$ cat src/ddrmb_pkg.sv
// constants, states and carriers for the ddr memory bus transaction block
package ddrmb_pkg;

  // word address width of the array
  localparam int DDRMB_ADDR_W = 24;
  // configured latency field width
  localparam int LAT_W = 4;
  // command/address phase: three clocks, two bytes each
  localparam int CMD_BYTES = 6;
  // bytes captured once row and upper column are known
  localparam int ROW_START_BYTE = 4;
  // command word field positions
  localparam int RW_BIT = 47;
  localparam int SPACE_BIT = 46;
  localparam int BURST_BIT = 45;
  localparam int ROW_HI = 44;
  localparam int ROW_LO = 16;
  localparam int COL_HI = 2;
  // smallest wrap length, log2 of words
  localparam int WRAP_BASE_LOG2 = 3;
  // reset values of driven pins
  localparam logic [7:0] DQ_RESET = 8'h00;
  localparam logic STROBE_RESET = 1'b0;
  // fifo depth in front of the array
  localparam int WR_FIFO_DEPTH = 4;

  typedef enum logic [5:0] {
    S_IDLE = 6'b000001,
    S_CMD  = 6'b000010,
    S_LAT  = 6'b000100,
    S_RD   = 6'b001000,
    S_WR   = 6'b010000,
    S_END  = 6'b100000
  } ddrmb_state_t;

  // one array write: word address, data, per-byte keep (1 = store)
  typedef struct packed {
    logic [DDRMB_ADDR_W-1:0] addr;
    logic [15:0] data;
    logic [1:0] keep;
  } ddrmb_wr_t;

  // one register-space write
  typedef struct packed {
    logic [DDRMB_ADDR_W-1:0] addr;
    logic [15:0] data;
  } ddrmb_reg_wr_t;

endpackage

$ cat src/ddrmb_top.sv
// write fifo and device-side transaction logic of the ddr memory bus
//
// Function
// host starts a transaction by lowering chip select with clock low
// host raises chip select before starting any new transaction
// read array access starts once command bits 23:16 are captured
// read latency from config; strobe high in command doubles it
// memory drives the strobe line through read transactions
// register read sends bits 15:8 then 7:0, repeated every word
// command bit 47 low means write, bit 46 low means memory space
// write access may start after first two words; third picks word
// host clocks one latency count, or two if strobe was high
// write byte A captured on rising edge, byte B on falling edge
// memory drives strobe in command phase to flag extra latency
// during write data, mask high skips a byte, mask low stores it
// no latency inserted once write data has begun
// wrapped bursts wrap, hybrid wraps once, linear runs sequentially
// linear write past last address rolls over to address zero
// host may end a write anytime with clock idle; clock may stop
// memory releases strobe after command; host drives low preamble
// every transaction opens with three command/address clocks
// register writes have zero latency, data right after command
// zero-latency writes are unmasked; memory holds strobe low
// latency flag ignored for zero-latency register writes
// command bit 45 low means wrapped, high means linear
// command bit 46 high selects register space
// read bytes are edge-aligned with each strobe transition
// latency counted in whole clocks after the third command clock

////////////////////////////////////////////////////////////////////////
module ddrmb_fifo
  import ddrmb_pkg::*;
#(
  parameter int W = 8,
  parameter int DEPTH = 4
)
(
  // clock and reset
  input wire logic clk,
  input wire logic rst,
  // fill side
  input wire logic in_valid,
  input wire logic [W-1:0] in_data,
  output logic in_ready,
  // drain side
  output logic out_valid,
  output logic [W-1:0] out_data,
  input wire logic out_ready
);
  localparam int PW = $clog2(DEPTH);
  logic [W-1:0] mem [DEPTH];
  logic [PW-1:0] wr_ptr;
  logic [PW-1:0] rd_ptr;
  logic [PW:0] count;
  logic [PW:0] next_count;
  logic push;
  logic pop;

  assign push = in_valid && in_ready;
  assign pop = out_valid && out_ready;
  assign out_data = mem[rd_ptr];

  always_comb
  begin
    next_count = count;
    if (push && !pop)
      next_count = count + (PW+1)'(1);
    else if (pop && !push)
      next_count = count - (PW+1)'(1);
  end

  always_ff @(posedge clk)
  begin
    if (rst)
    begin
      wr_ptr <= '0;
      rd_ptr <= '0;
      count <= '0;
      in_ready <= 1'b1;
      out_valid <= 1'b0;
    end
    else
    begin
      if (push)
        wr_ptr <= (wr_ptr == PW'(DEPTH-1)) ? '0 : wr_ptr + PW'(1);
      if (pop)
        rd_ptr <= (rd_ptr == PW'(DEPTH-1)) ? '0 : rd_ptr + PW'(1);
      count <= next_count;
      in_ready <= next_count < (PW+1)'(DEPTH);
      out_valid <= next_count != '0;
    end
  end

  always_ff @(posedge clk)
  begin
    if (push)
      mem[wr_ptr] <= in_data;
  end
endmodule

////////////////////////////////////////////////////////////////////////
module ddrmb_top
  import ddrmb_pkg::*;
#(
  parameter int AW = DDRMB_ADDR_W
)
(
  // clock and reset
  input wire logic REF_CLK,
  input wire logic RST,
  // link pins
  input wire logic CS_N,
  input wire logic CK,
  input wire logic CLOCK_COMPLEMENT,
  input wire logic [7:0] DQ_IN,
  output logic [7:0] DQ_OUT,
  output logic DQ_OE_N,
  input wire logic STROBE_MASK_LINE_IN,
  output logic STROBE_MASK_LINE_OUT,
  output logic STROBE_MASK_LINE_OE_N,
  // configuration
  input wire logic [LAT_W-1:0] LATENCY,
  input wire logic ADD_LAT_REQ,
  input wire logic [1:0] BURST_SEL,
  input wire logic HYBRID_WRAP,
  input wire logic [15:0] REGISTER_VALUE,
  // array access
  output logic ACC_START,
  output logic ACC_READ,
  output logic [AW-1:0] ACC_ADDR,
  output logic [AW-1:0] ARR_RD_ADDR,
  input wire logic [15:0] ARR_RD_DATA,
  output logic ARR_WR_VALID,
  output ddrmb_wr_t ARR_WR,
  input wire logic ARR_WR_READY,
  // register writes and status
  output logic REG_WR_VALID,
  output ddrmb_reg_wr_t REG_WR,
  output logic BUSY,
  output logic WR_OVERRUN
);
  ddrmb_state_t state;
  logic cs_s1, cs_s2, ck_s1, ck_s2, ck_q, ckc_s1, ckc_s2;
  logic str_s1, str_s2;
  logic [7:0] dq_s1, dq_s2;
  logic rise, fall, edge_any, cs_high, start;
  logic [2:0] byte_cnt;
  logic [47:0] ca, ca_next;
  logic [31:0] ca_addr;
  logic lat_extra, is_read, is_reg, zero_lat, cmd_end, lat_done;
  logic [LAT_W:0] lat_cnt, lat_target;
  logic data_rise, data_a, adv;
  logic [AW-1:0] addr, start_addr, wrap_mask, next_addr, wcnt;
  logic lin_mode;
  logic [7:0] rd_low, wbyte_a;
  logic [15:0] rd_word;
  logic wmask_a;
  logic fifo_push, fifo_in_ready;
  ddrmb_wr_t fifo_in;

  ////////////////////////////////////////////////////////////////////
  // pin synchronisers and clock edge detection
  always_ff @(posedge REF_CLK)
  begin
    if (RST)
    begin
      {cs_s1, cs_s2} <= 2'h3;
      {ck_s1, ck_s2, ck_q} <= 3'h0;
      {ckc_s1, ckc_s2} <= 2'h3;
      {str_s1, str_s2} <= 2'h0;
      dq_s1 <= 8'h00;
      dq_s2 <= 8'h00;
    end
    else
    begin
      cs_s1 <= CS_N;
      cs_s2 <= cs_s1;
      ck_s1 <= CK;
      ck_s2 <= ck_s1;
      ck_q <= ck_s2;
      ckc_s1 <= CLOCK_COMPLEMENT;
      ckc_s2 <= ckc_s1;
      str_s1 <= STROBE_MASK_LINE_IN;
      str_s2 <= str_s1;
      dq_s1 <= DQ_IN;
      dq_s2 <= dq_s1;
    end
  end

  assign rise = ck_s2 && !ck_q;
  assign fall = !ck_s2 && ck_q;
  assign edge_any = rise || fall;
  // deselect ends any phase
  assign cs_high = cs_s2;
  // start only with clock idle low
  assign start = !cs_s2 && !ck_s2 && ckc_s2;
  assign ca_next = {ca[39:0], dq_s2};
  assign ca_addr = {ca_next[ROW_HI:ROW_LO], ca_next[COL_HI:0]};
  assign cmd_end = state == S_CMD && edge_any && !cs_high
                   && byte_cnt == 3'(CMD_BYTES-1);
  // latency counted on rising edges
  assign lat_done = state == S_LAT && rise && !cs_high
                    && lat_cnt == lat_target;
  assign data_rise = !cs_high && rise
                     && (state == S_RD || state == S_WR || lat_done);
  assign adv = !cs_high && fall && data_a
               && (state == S_RD || state == S_WR);

  ////////////////////////////////////////////////////////////////////
  // transaction sequencing
  always_ff @(posedge REF_CLK)
  begin
    if (RST)
    begin
      state <= S_IDLE;
      byte_cnt <= 3'h0;
      ca <= 48'h0;
      lat_extra <= 1'b0;
      lat_cnt <= '0;
      lat_target <= '0;
      is_read <= 1'b0;
      is_reg <= 1'b0;
      zero_lat <= 1'b0;
    end
    else if (cs_high && state != S_IDLE)
      state <= S_IDLE;
    else
    begin
      case (state)
        S_IDLE:
          if (start)
          begin
            state <= S_CMD;
            byte_cnt <= 3'h0;
            lat_extra <= ADD_LAT_REQ;
          end
        S_CMD:
          if (edge_any)
          begin
            // six command bytes over three clocks
            ca <= ca_next;
            byte_cnt <= byte_cnt + 3'h1;
            if (cmd_end)
            begin
              // direction and space decode
              is_read <= ca_next[RW_BIT];
              is_reg <= ca_next[SPACE_BIT];
              zero_lat <= !ca_next[RW_BIT] && ca_next[SPACE_BIT];
              lat_cnt <= '0;
              // doubled latency on flag
              lat_target <= lat_extra ? {LATENCY, 1'b0}
                                      : {1'b0, LATENCY};
              // R21 register write skips latency
              if (!ca_next[RW_BIT] && ca_next[SPACE_BIT])
                state <= S_WR;
              else
                state <= S_LAT;
            end
          end
        S_LAT:
          if (lat_done)
            state <= is_read ? S_RD : S_WR;
          else if (rise)
            lat_cnt <= lat_cnt + (LAT_W+1)'(1);
        S_RD, S_WR, S_END:
          state <= state;
        default:
          state <= S_IDLE;
      endcase
    end
  end

  ////////////////////////////////////////////////////////////////////
  // burst address generation
  assign wrap_mask = (AW'(1) << (WRAP_BASE_LOG2 + int'(BURST_SEL)))
                     - AW'(1);

  always_comb
  begin
    next_addr = addr + AW'(1);
    if (!lin_mode)
    begin
      if (HYBRID_WRAP && wcnt == wrap_mask)
        next_addr = (start_addr & ~wrap_mask) + wrap_mask + AW'(1);
      else
        next_addr = (addr & ~wrap_mask) | ((addr + AW'(1)) & wrap_mask);
    end
  end

  always_ff @(posedge REF_CLK)
  begin
    if (RST)
    begin
      addr <= '0;
      start_addr <= '0;
      lin_mode <= 1'b0;
      wcnt <= '0;
      data_a <= 1'b0;
    end
    else if (cmd_end)
    begin
      // third word selects start word
      addr <= ca_addr[AW-1:0];
      start_addr <= ca_addr[AW-1:0];
      // burst type bit
      lin_mode <= ca_next[BURST_BIT];
      wcnt <= '0;
      data_a <= 1'b0;
    end
    else if (data_rise)
      data_a <= 1'b1;
    else if (adv)
    begin
      // wrap, hybrid or linear rollover
      addr <= next_addr;
      wcnt <= wcnt + AW'(1);
      data_a <= 1'b0;
      if (HYBRID_WRAP && wcnt == wrap_mask)
        lin_mode <= 1'b1;
    end
  end

  ////////////////////////////////////////////////////////////////////
  // early array access and read address
  always_ff @(posedge REF_CLK)
  begin
    if (RST)
    begin
      ACC_START <= 1'b0;
      ACC_READ <= 1'b0;
      ACC_ADDR <= '0;
      ARR_RD_ADDR <= '0;
      BUSY <= 1'b0;
    end
    else
    begin
      // access begins at byte four
      ACC_START <= state == S_CMD && edge_any && !cs_high
                   && byte_cnt == 3'(ROW_START_BYTE-1);
      if (state == S_CMD && byte_cnt == 3'(ROW_START_BYTE-1))
      begin
        ACC_READ <= ca_next[31];
        ACC_ADDR <= {ca_next[AW-4:0], 3'h0};
      end
      ARR_RD_ADDR <= addr;
      BUSY <= state != S_IDLE;
    end
  end

  ////////////////////////////////////////////////////////////////////
  // strobe and data pin drive
  // R06 register read repeats value
  assign rd_word = is_reg ? REGISTER_VALUE : ARR_RD_DATA;

  always_ff @(posedge REF_CLK)
  begin
    if (RST)
    begin
      DQ_OUT <= DQ_RESET;
      DQ_OE_N <= 1'b1;
      STROBE_MASK_LINE_OUT <= STROBE_RESET;
      STROBE_MASK_LINE_OE_N <= 1'b1;
      rd_low <= 8'h00;
    end
    else if (cs_high || state == S_IDLE)
    begin
      DQ_OUT <= DQ_RESET;
      DQ_OE_N <= 1'b1;
      STROBE_MASK_LINE_OE_N <= !(state == S_IDLE && start && !cs_high);
      // latency flag during command
      STROBE_MASK_LINE_OUT <= ADD_LAT_REQ;
    end
    else if (cmd_end)
    begin
      STROBE_MASK_LINE_OUT <= STROBE_RESET;
      // keep for reads and register writes
      STROBE_MASK_LINE_OE_N <= !(ca_next[RW_BIT] || ca_next[SPACE_BIT]);
    end
    else if (is_read && data_rise)
    begin
      // byte A with strobe rising
      DQ_OUT <= rd_word[15:8];
      DQ_OE_N <= 1'b0;
      STROBE_MASK_LINE_OUT <= 1'b1;
      rd_low <= rd_word[7:0];
    end
    else if (state == S_RD && adv)
    begin
      // byte B with strobe falling
      DQ_OUT <= rd_low;
      STROBE_MASK_LINE_OUT <= 1'b0;
    end
  end

  ////////////////////////////////////////////////////////////////////
  // write data capture
  always_ff @(posedge REF_CLK)
  begin
    if (RST)
    begin
      wbyte_a <= 8'h00;
      wmask_a <= 1'b0;
      fifo_push <= 1'b0;
      fifo_in <= '0;
      REG_WR_VALID <= 1'b0;
      REG_WR <= '0;
      WR_OVERRUN <= 1'b0;
    end
    else
    begin
      fifo_push <= 1'b0;
      REG_WR_VALID <= 1'b0;
      // byte A on rising edge
      if (data_rise && (state == S_WR || (state == S_LAT && !is_read)))
      begin
        wbyte_a <= dq_s2;
        wmask_a <= str_s2;
      end
      // byte B on falling edge
      if (adv && state == S_WR)
      begin
        if (is_reg)
        begin
          REG_WR_VALID <= 1'b1;
          REG_WR <= '{addr: addr, data: {wbyte_a, dq_s2}};
        end
        else
        begin
          fifo_push <= 1'b1;
          fifo_in.addr <= addr;
          fifo_in.data <= {wbyte_a, dq_s2};
          // mask high skips byte
          fifo_in.keep <= zero_lat ? 2'h3 : ~{wmask_a, str_s2};
        end
      end
      if (state == S_IDLE && start)
        WR_OVERRUN <= 1'b0;
      if (fifo_push && !fifo_in_ready)
        WR_OVERRUN <= 1'b1;
    end
  end

  ddrmb_fifo #(
    .W($bits(ddrmb_wr_t)),
    .DEPTH(WR_FIFO_DEPTH)
  ) u_wr_fifo (
    .clk(REF_CLK),
    .rst(RST),
    .in_valid(fifo_push),
    .in_data(fifo_in),
    .in_ready(fifo_in_ready),
    .out_valid(ARR_WR_VALID),
    .out_data(ARR_WR),
    .out_ready(ARR_WR_READY)
  );
endmodule

$ cat config.mk
export PLATFORM = sky130hd
export DESIGN_NAME = ddrmb_top
export DESIGN_NICKNAME = d
export VERILOG_FILES = /design/src/ddrmb_pkg.sv /design/src/ddrmb_top.sv
export SDC_FILE = /design/constraint.sdc
export NUM_CORES = 1
export LEC_CHECK = 0
export BUFFER_PORTS_ARGS = -buffer_cell sky130_fd_sc_hd__buf_2
export CORE_ASPECT_RATIO = 1.75
export CORE_MARGIN = 2
export CORE_UTILIZATION = 63
export CTS_BUF_LIST = sky130_fd_sc_hd__clkbuf_16
export DETAILED_ROUTE_END_ITERATION = 6
export GPL_TIMING_DRIVEN = 1
export PLACE_DENSITY = 0.84
export SLEW_MARGIN = 20
export SYNTH_ARGS = -nofsm -noshare
export SYNTH_HDL_FRONTEND = slang
export SYNTH_SLANG_ARGS = --single-unit
export TNS_END_PERCENT = 50
$ cat constraint.sdc
create_clock -name REF_CLK -period 9.15 [get_ports REF_CLK]
set_input_delay 2.745 -clock REF_CLK [delete_from_list [all_inputs] [get_ports REF_CLK]]
set_output_delay 2.745 -clock REF_CLK [all_outputs]
set_load 0.02 [all_outputs]
==> results.md, run 1 <==
- Cell chain of the critical path: buf_4 -> mux4_2 -> buf_2
- Crit path time final: 5.16 ns
- CTS H-tree depth: 2
- Tightest Hold Check Type: flop to flop
- Largest net degree at the start of global routing: 114
- Reg2Reg Depth: 11
- Global placement routability congestion: 0.956
- CTS tree: done
- Startpoint types: flop
- Relative slew slack: 21.8%
- Post-synthesis sequential area ratio: 59.4%
- Worst path top cell family by delay: buffers and inverters
- Biggest register: u_wr_fifo.mem
- CP Data Required Time: 6.41 ns
- IO Pins: 202
- DR iter-0 viols: 1269
- Clk network pwr share: 41.1%
- CTS Buf Count: 42
- Die Area: 32400 sq um
- Internal Power: 3.44 mW
- Maximum buffer depth of the clock tree: 3
- Post-synthesis cell type count: 64
- NetSw: 1.03 mW
- Prevailing post-synth register cell: dfxtp_1
- GRT overflow: 0
- Buffers & Inverters on Critical Path: 2
- Fmax: 0.194 GHz
- Biggest area consumer among synthesized cells: dfxtp_1
- CP peak stage delay: 0.66 ns
- Top cell type's share of synthesized area: 33.6%
- Synth warn: 0
- Antenna viol nets, final: 0
- Final #Nets: 2086
- Flop pwr share: 51.7%
- Placement Cell Area: 20700 sq um
- Final max-slew violation count: 0
- CTS sink count: 495
- Ant diodes: 0
- Final WL: 51900 um
- Total power: 4.47 mW
- DRT Pass-1 Iters: 6
- Tightest Pin Transition: 1.17 ns
- Max Clock Skew: 0.0174 ns
- Port bufs: 198
- Total leakage power: 7.99 nW
- Syn Area/Cell: 10.4 sq um
- CP arrival: 2.42 ns
- R2r setup slk: 4.93 ns
- Final cycle utilization of the critical path: 56.4%
- Syn Std Cell Area: 19500 sq um
- Combinational power share: 7.1%
- GRT Overall Usage: 31.9%
- Switching part of the total power: 23.1%
- Power Density: 202 nW/um^2
- Hold Path Depth: 1
- Postcts setup bufs: 0
- Clk root buf: clkbuf_16
- Synth Register Bits: 495
- DRC Markers: 0
- Max reg flops: 168
- Setup violators final: 0
- CTS resizes: 0
- Worst-path clk slew: 0.07 ns
- Layout cells sized above 1: 17.2%
- Peak VDD IR: 0.206 mV
- WL/cell: 21.3 um
- Cts hold-fix bufs: 0
- Detailed Place HPWL: 34000 um
- Initial Util: 63.7%
- Vias/cell: 6.06
- Status: finished, final reports clean
- Worst setup EP type: primary output
- Die height: 237 um
- P&R area growth vs syn: 13.3%
- Ys async rst share: 0%
- Critical path depth in cells: 3
- Setup_tns: 0 ns
- Global-route wire length before repair: 79400 um
- Die Width: 137 um
- Max cap viols: 0
- Post-synth EDFFs: 168
- Slowest-stage cell, CP: mux4_2
- Initial antenna violation count: 0
- Crit Path Class: flop to primary output
- Core Rows: 85
- Synth top area cells: dfxtp_1, edfxtp_1, nand2_1, a21oi_1, mux4_2
- Worst-path fanout max: 42
- Post-Place Worst Slack: 3.51 ns
- Core Area: 30600 sq um
- Post-Syn Instances: 1870
- Fin area: 22100 sq um
- Final hold viol count: 0
- RSZ-0062 raised after global routing: false
- Vias in the first global route: 14800
- Via count: 14800
- Skew-Pair Late Insertion Delay: 0.56 ns
- Min setup slack post-route: 3.99 ns
- Biggest regs: u_wr_fifo.mem: 168 flops, fifo_in: 42 flops, REG_WR: 40 flops
final timing paths:
path	startpoint	end
min	ckc_s1	ckc_s2
max	flop	ARR_WR[32]
max reg2reg	ck_s2	flop
min reg2reg	ckc_s1	ckc_s2
logic make-up (layout without fill, tap and decap cells):
| kind of cell | count (synthesis) | count (layout) | synth area share (%) |
|---|---|---|---|
| AO/OA/AOI/OAI | 339 | 339 | 9.92 |
| adder cells (fa/ha/maj) | 18 | 18 | 1.15 |
| multiplexers | 81 | 81 | 6.90 |
| XOR/XNOR | 73 | 73 | 3.28 |
| flip-flops | 495 | 495 | 59.4 |
| buffers and inverters | 143 | 314 | 2.87 |
| AND/OR/NAND/NOR | 719 | 719 | 16.4 |
| other | 2 | 8 | 0.0385 |
metal layers:
layer  part of all wire [%]  track usage [%]
met5                      0                0
met4                    5.5             17.2
met3                    6.2             4.17
met2                     54             57.8
met1                     35             35.4
cells in the mapped netlist (6+ instances only):
master,number
nor2b_1,52
clkbuf_1,99
and3_1,15
nand4_1,20
mux2i_1,31
nand2_1,400
mux2_2,8
nand2b_1,7
or3_1,12
a31oi_1,8
edfxtp_1,168
a21oi_1,208
o21ai_0,54
dfxtp_1,327
mux4_2,42
nor3_1,24
o211ai_1,6
xnor2_1,35
xor2_1,38
or2_2,9
a211oi_1,24
inv_1,23
ha_1,18
nor2_1,112
nand3_1,35
nor4_1,6
buf_1,11
through the flow:
step | cells | hold slack [ns] | utilization (%)
floorplan | 1876 | 0.389 | -
global placement | 2360 | 0.397 | 67.5
detailed placement | 2360 | 0.395 | 67.5
CTS | 2438 | 0.410 | 72.2
global route | 2438 | 0.432 | 72.2
finish | 2438 | 0.409 | 72.2
power by group through the flow:
stage	Sequential, mW	Clock [mW]	Combinational, mW
3_3_place_gp	2.36	0	0.310
4_1_cts	2.31	1.85	0.318
6_report	2.31	1.84	0.318
2_1_floorplan	2.35	0	0.233
5_1_grt	2.31	1.93	0.344
3_5_place_dp	2.36	0	0.314
final cells by class:
class / instances / area, sq um
Inverter: 23 / 86.3
Clock inverter: 34 / 317
Sequential cell: 495 / 11600
Tap cell: 391 / 489
Timing Repair Buffer: 213 / 1110
Multi-Input combinational cell: 1238 / 7400
Clock buffer: 44 / 1100
Fill cell: 2101 / 8530
cells in the final DEF, fill, tap and decap left out, types with 10 or more instances in the layout:
cell type	synthesis	routed
nand4_1	20	20
mux2i_1	31	31
inv_1	23	30
buf_4	4	15
dfxtp_1	327	325
a21oi_1	208	208
a211oi_1	24	24
xnor2_1	35	35
nand3_1	35	34
clkinv_2	0	10
buf_2	5	197
xor2_1	38	38
or3_1	12	11
and3_1	15	10
clkbuf_16	0	44
mux4_2	42	42
nor2b_1	52	52
ha_1	18	18
nor2_1	112	112
edfxtp_1	168	168
o21ai_0	54	54
nor3_1	24	23
nand2_1	400	400
Note: power is estimated with default switching activity, not from simulation.
==> inputs of run 2 (changes only) <==
- ABC_AREA: not set -> 1
- CORE_UTILIZATION: 63 -> 59
- PLACE_DENSITY: 0.84 -> 0.8
- clock period: 9.15 -> 5.11 ns (I/O delays scaled with it)
==> run 2 against run 1 <==
  * Routed wire length increased by 6.1%
  * Cell count increased by 27%
  * Clock skew increased by 0.0041 ns
  * Non-clock buffer count increased by 2
  * Die area increased by 13%
  * Setup slack got worse by 2.9 ns
  * Sequential share of layout area decreased by 2.8 points
  * Total power increased by 80%
  * Critical path type unchanged
  * Critical endpoint is now ARR_WR[4]
==> results.md, run 2 <==
- Initial antenna violation count: 0 (unchanged)
- Biggest regs: u_wr_fifo.mem: 168 flops, fifo_in: 42 flops, REG_WR: 40 flops
- Post-synthesis cell type count: 50 (-22%)
- Final core area utilization: 67.5% (-4.7 points)
- Largest net degree at the start of global routing: 89 (-22%)
- CTS resizes: 0 (unchanged)
- Postcts setup bufs: 0 (unchanged)
- Biggest area consumer among synthesized cells: dfxtp_1
- Fill cells: 2820 (+34%)
- Synth warn: 0 (unchanged)
- Worst-path clk slew: 0.07 ns (about the same)
- Final max-slew violation count: 0 (unchanged)
- Layout cells sized above 1: 12.5% (-4.7 points)
- Post-synth top cells: nand2_1, dfxtp_1, nor2_1
- IO Pins: 202 (unchanged)
- Core Area: 34600 sq um (+13%)
- Max reg flops: 168 (unchanged)
- Tightest Hold Check Type: flop to flop
- WL/cell: 17.7 um (-17%)
- Post-synth EDFFs: 168 (unchanged)
- Crit Path Class: flop to primary output
- Max cap viols: 0 (unchanged)
- Post-Syn Instances: 2468 (+32%)
- CTS Buf Count: 42 (unchanged)
- Post-route insts no fill: 3108 (+27%)
- Syn Std Cell Area: 20800 sq um (+6.4%)
- CTS tree: done
- Dpl cells: 3031 (+28%)
- Syn Area/Cell: 8.41 sq um (-19%)
- Vias/cell: 5.55 (-8.4%)
- Detailed Place HPWL: 38600 um (+14%)
- Cell chain of the critical path: inv_2 -> buf_4 -> nor2_1 -> o22ai_1 -> buf_2
- Power Density: 344 nW/um^2 (+70%)
- Skew-Pair Late Insertion Delay: 0.57 ns (about the same)
- Most common cell after layout, fill and taps aside: nand2_1
- Relative slew slack: 29.5% (+7.7 points)
- CTS H-tree depth: 2 (unchanged)
- Post-Place Worst Slack: 1.67 ns (-1.84 ns)
- Initial Util: 60.0% (-3.6 points)
- Maximum buffer depth of the clock tree: 3 (unchanged)
- Final cycle utilization of the critical path: 79.0%
- Post-synthesis sequential area ratio: 55.8% (-3.6 points)
- DRT Pass-1 Iters: 5 (-1)
- Final WL: 55000 um (+6.1%)
- Setup_tns: 0 ns (unchanged)
- Final #Nets: 2688 (+29%)
- CP Data Required Time: 3.58 ns (-2.83 ns)
- Prevailing post-synth register cell: dfxtp_1
- Ys async rst share: 0% (unchanged)
- RSZ-0062 raised after global routing: false
- Tightest Pin Transition: 1.06 ns (-0.116 ns)
- Die Width: 146 um (+6.4%)
- Max Clock Skew: 0.0215 ns (+0.00412 ns)
- Startpoint types: flop
- Most frequent cells in the layout: nand2_1, dfxtp_1, inv_1
- Final hold viol count: 0 (unchanged)
- CP arrival: 2.50 ns (+0.08 ns)
- Fmax: 0.248 GHz
- Cts hold-fix bufs: 0 (unchanged)
- Port bufs: 198 (unchanged)
- P&R area growth vs syn: 12.4%
- Biggest register: u_wr_fifo.mem
- Min setup slack post-route: 1.07 ns (-2.92 ns)
- Total leakage power: 9.15 nW (+15%)
- Slowest-stage cell, CP: inv_2
- GRT overflow: 0 (unchanged)
- Status: finished, final reports clean
- Global-route wire length before repair: 85900 um (+8.3%)
- Peak VDD IR: 0.262 mV (+27%)
- Setup violators final: 0 (unchanged)
- DR iter-0 viols: 1320 (+4.0%)
- Core Rows: 90 (+5.9%)
- Ant diodes: 0 (unchanged)
- Worst-path fanout max: 45 (+7.1%)
- Crit path time final: 4.04 ns
- Die height: 252 um (+6.5%)
- Antenna viol nets, final: 0 (unchanged)
- GRT Overall Usage: 29.2% (-2.6 points)
- Vias in the first global route: 16600 (+12%)
- Clk root buf: clkbuf_16
- Worst setup EP type: primary output
- CTS sink count: 495 (unchanged)
- Synth Register Bits: 495 (unchanged)
- CP peak stage delay: 0.50 ns (-0.16 ns)
- Count leader, synth: nand2_1
- Top cell type's share of synthesized area: 31.5% (-2.0 points)
- Synth top area cells: dfxtp_1, edfxtp_1, o21ai_0, nand2_1, nor2_1
- Via count: 17300 (+17%)
- DRC Markers: 0 (unchanged)
- Die Area: 36800 sq um (+13%)
- Global placement routability congestion: 0.965 (+0.96%)
## run 2: cell types whose count changed in the layout (fill, tap and decap cells not counted), moves of 42 or more
cell,delta
o22ai_1,+47
nor2_1,+197
nand3_1,+67
inv_1,+288
nor2b_1,-52
o21ai_0,+233
mux4_2,-42
## run 2: per-layer routing
layer  up-vias  wire length, um  share of wire (%)  global-route usage [%]
li1       8426                -                  -                       -
met1      7965            20100                 37                    32.5
met2       667            28400                 52                    53.6
met3       193             3000                5.5                    3.14
met4         0             3460                6.3                    17.6
met5         -                0                  0                       0
## run 2: layout make-up
| class | count | area, sq um | share of cell area, % |
|---|---|---|---|
| Sequential cell | 495 | 11600 | 49.7 |
| Multi-Input combinational cell | 1539 | 7520 | 32.2 |
| Clock inverter | 35 | 265 | 1.14 |
| Clock buffer | 42 | 1050 | 4.50 |
| Inverter | 322 | 1210 | 5.20 |
| Tap cell | 460 | 576 | 2.47 |
| Timing Repair Buffer | 215 | 1120 | 4.80 |
## run 2: cells by family after synthesis
kind of cell    Yosys count  share of synthesized area (%)
other cells               2                         0.0362
fa+ha+maj                18                           1.09
compound gates          586                           14.8
mux                       1                         0.0543
flops                   495                           55.8
xor+xnor                 42                           1.77
simple gates            884                           18.2
buf+inv                 440                           8.23
## run 2: worst max-delay path, delay by kind of cell, from the launching register on
kind | cells | cell delay, ns
flops | 1 | 0.32
buf+inv | 3 | 1.23
compound gates | 1 | 0.30
simple gates | 1 | 0.07
## run 2: report_power, final
part / switching (mW) / internal [mW] / total [mW]
sequential: 0.0257 / 4.07 / 4.10
combinational: 0.603 / 0.266 / 0.869
clock: 1.44 / 1.62 / 3.07
total: 2.07 / 5.96 / 8.03
## run 2: through the flow
stage | area, sq um | hold slack (ns) | total power, mW
after floorplan | 20800 | 0.388 | 4.76
after global placement | 22000 | 0.389 | 5.02
after detailed placement | 22000 | 0.395 | 5.04
after CTS | 23300 | 0.401 | 8.07
after global routing | 23300 | 0.427 | 8.29
final | 23300 | 0.404 | 8.03
## run 2: worst paths after layout
kind                 end  cells after the start  startpoint  slack, ns
max            ARR_WR[4]                      5        flop       1.07
min             dq_s2[0]                      2    dq_s1[0]       0.40
max reg2reg  fifo_in[13]                      5      is_reg       2.16
min reg2reg     dq_s2[0]                      2    dq_s1[0]       0.40
==> inputs of run 3 (changes only) <==
- ABC_AREA: 1 -> 0
- clock period: 5.11 -> 4.1 ns (I/O delays scaled with it)
==> run 3 against run 2 <==
  * Sequential share of layout area up 2.7 points
  * Critical path depth shrank 2
  * Cell count is 21% lower
  * Total power up 23%
  * Sequential cell count stayed put
  * Clock-buffer cell count increased by 3
  * Register-to-register slack lost 1.3 ns
  * Worst hold slack improved by 0.0014 ns
  * Setup slack worse by 0.48 ns
  * Sequential power rose by 26%
  * Critical endpoint is now ARR_WR[34]
  * Largest cell class unchanged
==> results.md, run 3 (synthesis gave the netlist of run 1 again) <==
- Final hold viol count: 0 (unchanged)
- Worst-path clk slew: 0.06 ns (about the same)
- Tightest Pin Transition: 1.01 ns (-0.0483 ns)
- Vias in the first global route: 14300 (-14%)
- RSZ-0062 raised after global routing: false
- Fill cells: 2450 (-13%)
- Power Density: 445 nW/um^2 (+29%)
- Hold Path Depth: 1 (-1)
- Crit Path Class: flop to primary output
- Vias/cell: 5.89 (+6.1%)
- Max cap viols: 0 (unchanged)
- Startpoint types: flop
- Biggest register: u_wr_fifo.mem
- IO Pins: 202 (unchanged)
- Total leakage power: 8.03 nW (-12%)
- Maximum buffer depth of the clock tree: 3 (unchanged)
- DRC Markers: 0 (unchanged)
- DRT Pass-1 Iters: 6 (+1)
- Layout cells sized above 1: 17.1% (+4.6 points)
- GRT overflow: 0 (unchanged)
- Initial Util: 59.4% (-0.59 points)
- Skew-Pair Late Insertion Delay: 0.55 ns (-0.02 ns)
- Most common cell after layout, fill and taps aside: nand2_1
- Final WL: 49100 um (-11%)
- Clk root buf: clkbuf_16
- Antenna viol nets, final: 0 (unchanged)
- CTS Buf Count: 43 (+2.4%)
- Fmax: 0.285 GHz
- Postcts setup bufs: 0 (unchanged)
- Global-route wire length before repair: 76200 um (-11%)
- CP arrival: 2.28 ns (-0.22 ns)
- Die Width: 141 um (-3.0%)
- Via count: 14500 (-16%)
- Cts hold-fix bufs: 0 (unchanged)
- Final #Nets: 2095 (-22%)
- Setup_tns: 0 ns (unchanged)
- Worst-path fanout max: 22 (-51%)
- Worst setup EP type: primary output
- Max Clock Skew: 0.0203 ns (-0.00121 ns)
- Final cycle utilization of the critical path: 85.5%
- CTS resizes: 0 (unchanged)
- CTS tree: done
- Tightest Hold Check Type: flop to flop
- Reg2Reg Depth: 10 (+5)
- Ant diodes: 0 (unchanged)
- Final max-slew violation count: 0 (unchanged)
- Most frequent cells in the layout: nand2_1, dfxtp_1, a21oi_1
- Setup violators final: 0 (unchanged)
- Peak VDD IR: 0.299 mV (+14%)
- P&R area growth vs syn: 13.6%
- Core Rows: 88 (-2.2%)
- Max reg flops: 168 (unchanged)
- CP Data Required Time: 2.87 ns (-0.71 ns)
- Crit path time final: 3.51 ns
- Status: finished, final reports clean
- WL/cell: 20.0 um (+13%)
- Port bufs: 198 (unchanged)
- Relative slew slack: 32.8% (+3.3 points)
- Initial antenna violation count: 0 (unchanged)
- Global placement routability congestion: 1.00 (+4.0%)
- Largest net degree at the start of global routing: 105 (+18%)
- Detailed Place HPWL: 33300 um (-14%)
- Die height: 245 um (-3.0%)
- DR iter-0 viols: 1072 (-19%)
- Die Area: 34600 sq um (-5.9%)
- GRT Overall Usage: 28.2% (-1.0 points)
- Biggest regs: u_wr_fifo.mem: 168 flops, fifo_in: 42 flops, REG_WR: 40 flops
- Final core area utilization: 67.5% (about the same)
- CTS H-tree depth: 2 (unchanged)
- Core Area: 32800 sq um (-5.1%)
- CTS sink count: 495 (unchanged)
[run 3: changes by cell type in the layout (fill, tap and decap cells not counted), moves of 29 or more]
cell	previous run	this run
inv_1	318	35
o21ai_0	287	54
nor2_1	309	112
nand3_1	101	34
nor2b_1	0	52
o22ai_1	49	2
mux4_2	0	42
nand2_1	362	400
mux2i_1	0	31
xnor2_1	6	35
[run 3: layout make-up]
class | count | area [sq um] | share of cell area (%)
Sequential cell | 495 | 11600 | 52.3
Multi-Input combinational cell | 1238 | 7400 | 33.4
Timing Repair Buffer | 221 | 1180 | 5.35
Clock buffer | 45 | 1130 | 5.08
Tap cell | 405 | 507 | 2.29
Clock inverter | 33 | 260 | 1.17
Inverter | 23 | 86.3 | 0.390
[run 3: worst max-delay path, stage by stage, from the launching register on]
cell     delay, ns
dfxtp_4       0.66
buf_12        0.28
mux4_2        0.58
buf_2         0.19
[run 3: report_power, final]
part	switching, mW	internal (mW)	total, mW
logic	0.385	0.303	0.688
clock network	1.74	2.24	3.98
registers	0.0924	5.09	5.18
total	2.22	7.63	9.85
[run 3: final timing paths]
kind                end  slack [ns]  start
max reg2reg        flop        0.90  ck_s2
max          ARR_WR[34]        0.59   flop
min             cs_high        0.41  cs_s1
min reg2reg     cs_high        0.41  cs_s1
[run 3: stage by stage]
step	area, sq um	power (mW)	hold slack [ns]	worst slack [ns]	cells
2_1_floorplan	19500	5.76	0.389	0.856	1876
3_3_place_gp	20800	5.96	0.398	0.494	2382
3_5_place_dp	20800	5.98	0.396	0.407	2382
4_1_cts	22200	9.89	0.407	0.539	2460
5_1_grt	22200	10.1	0.422	0.487	2460
6_report	22200	9.85	0.405	0.594	2460
[run 3: layer usage]
metal	wire (um)	track usage (%)
met1	17500	31.3
met2	26200	51.6
met3	2500	3.68
met4	2930	15.8
met5	0	0
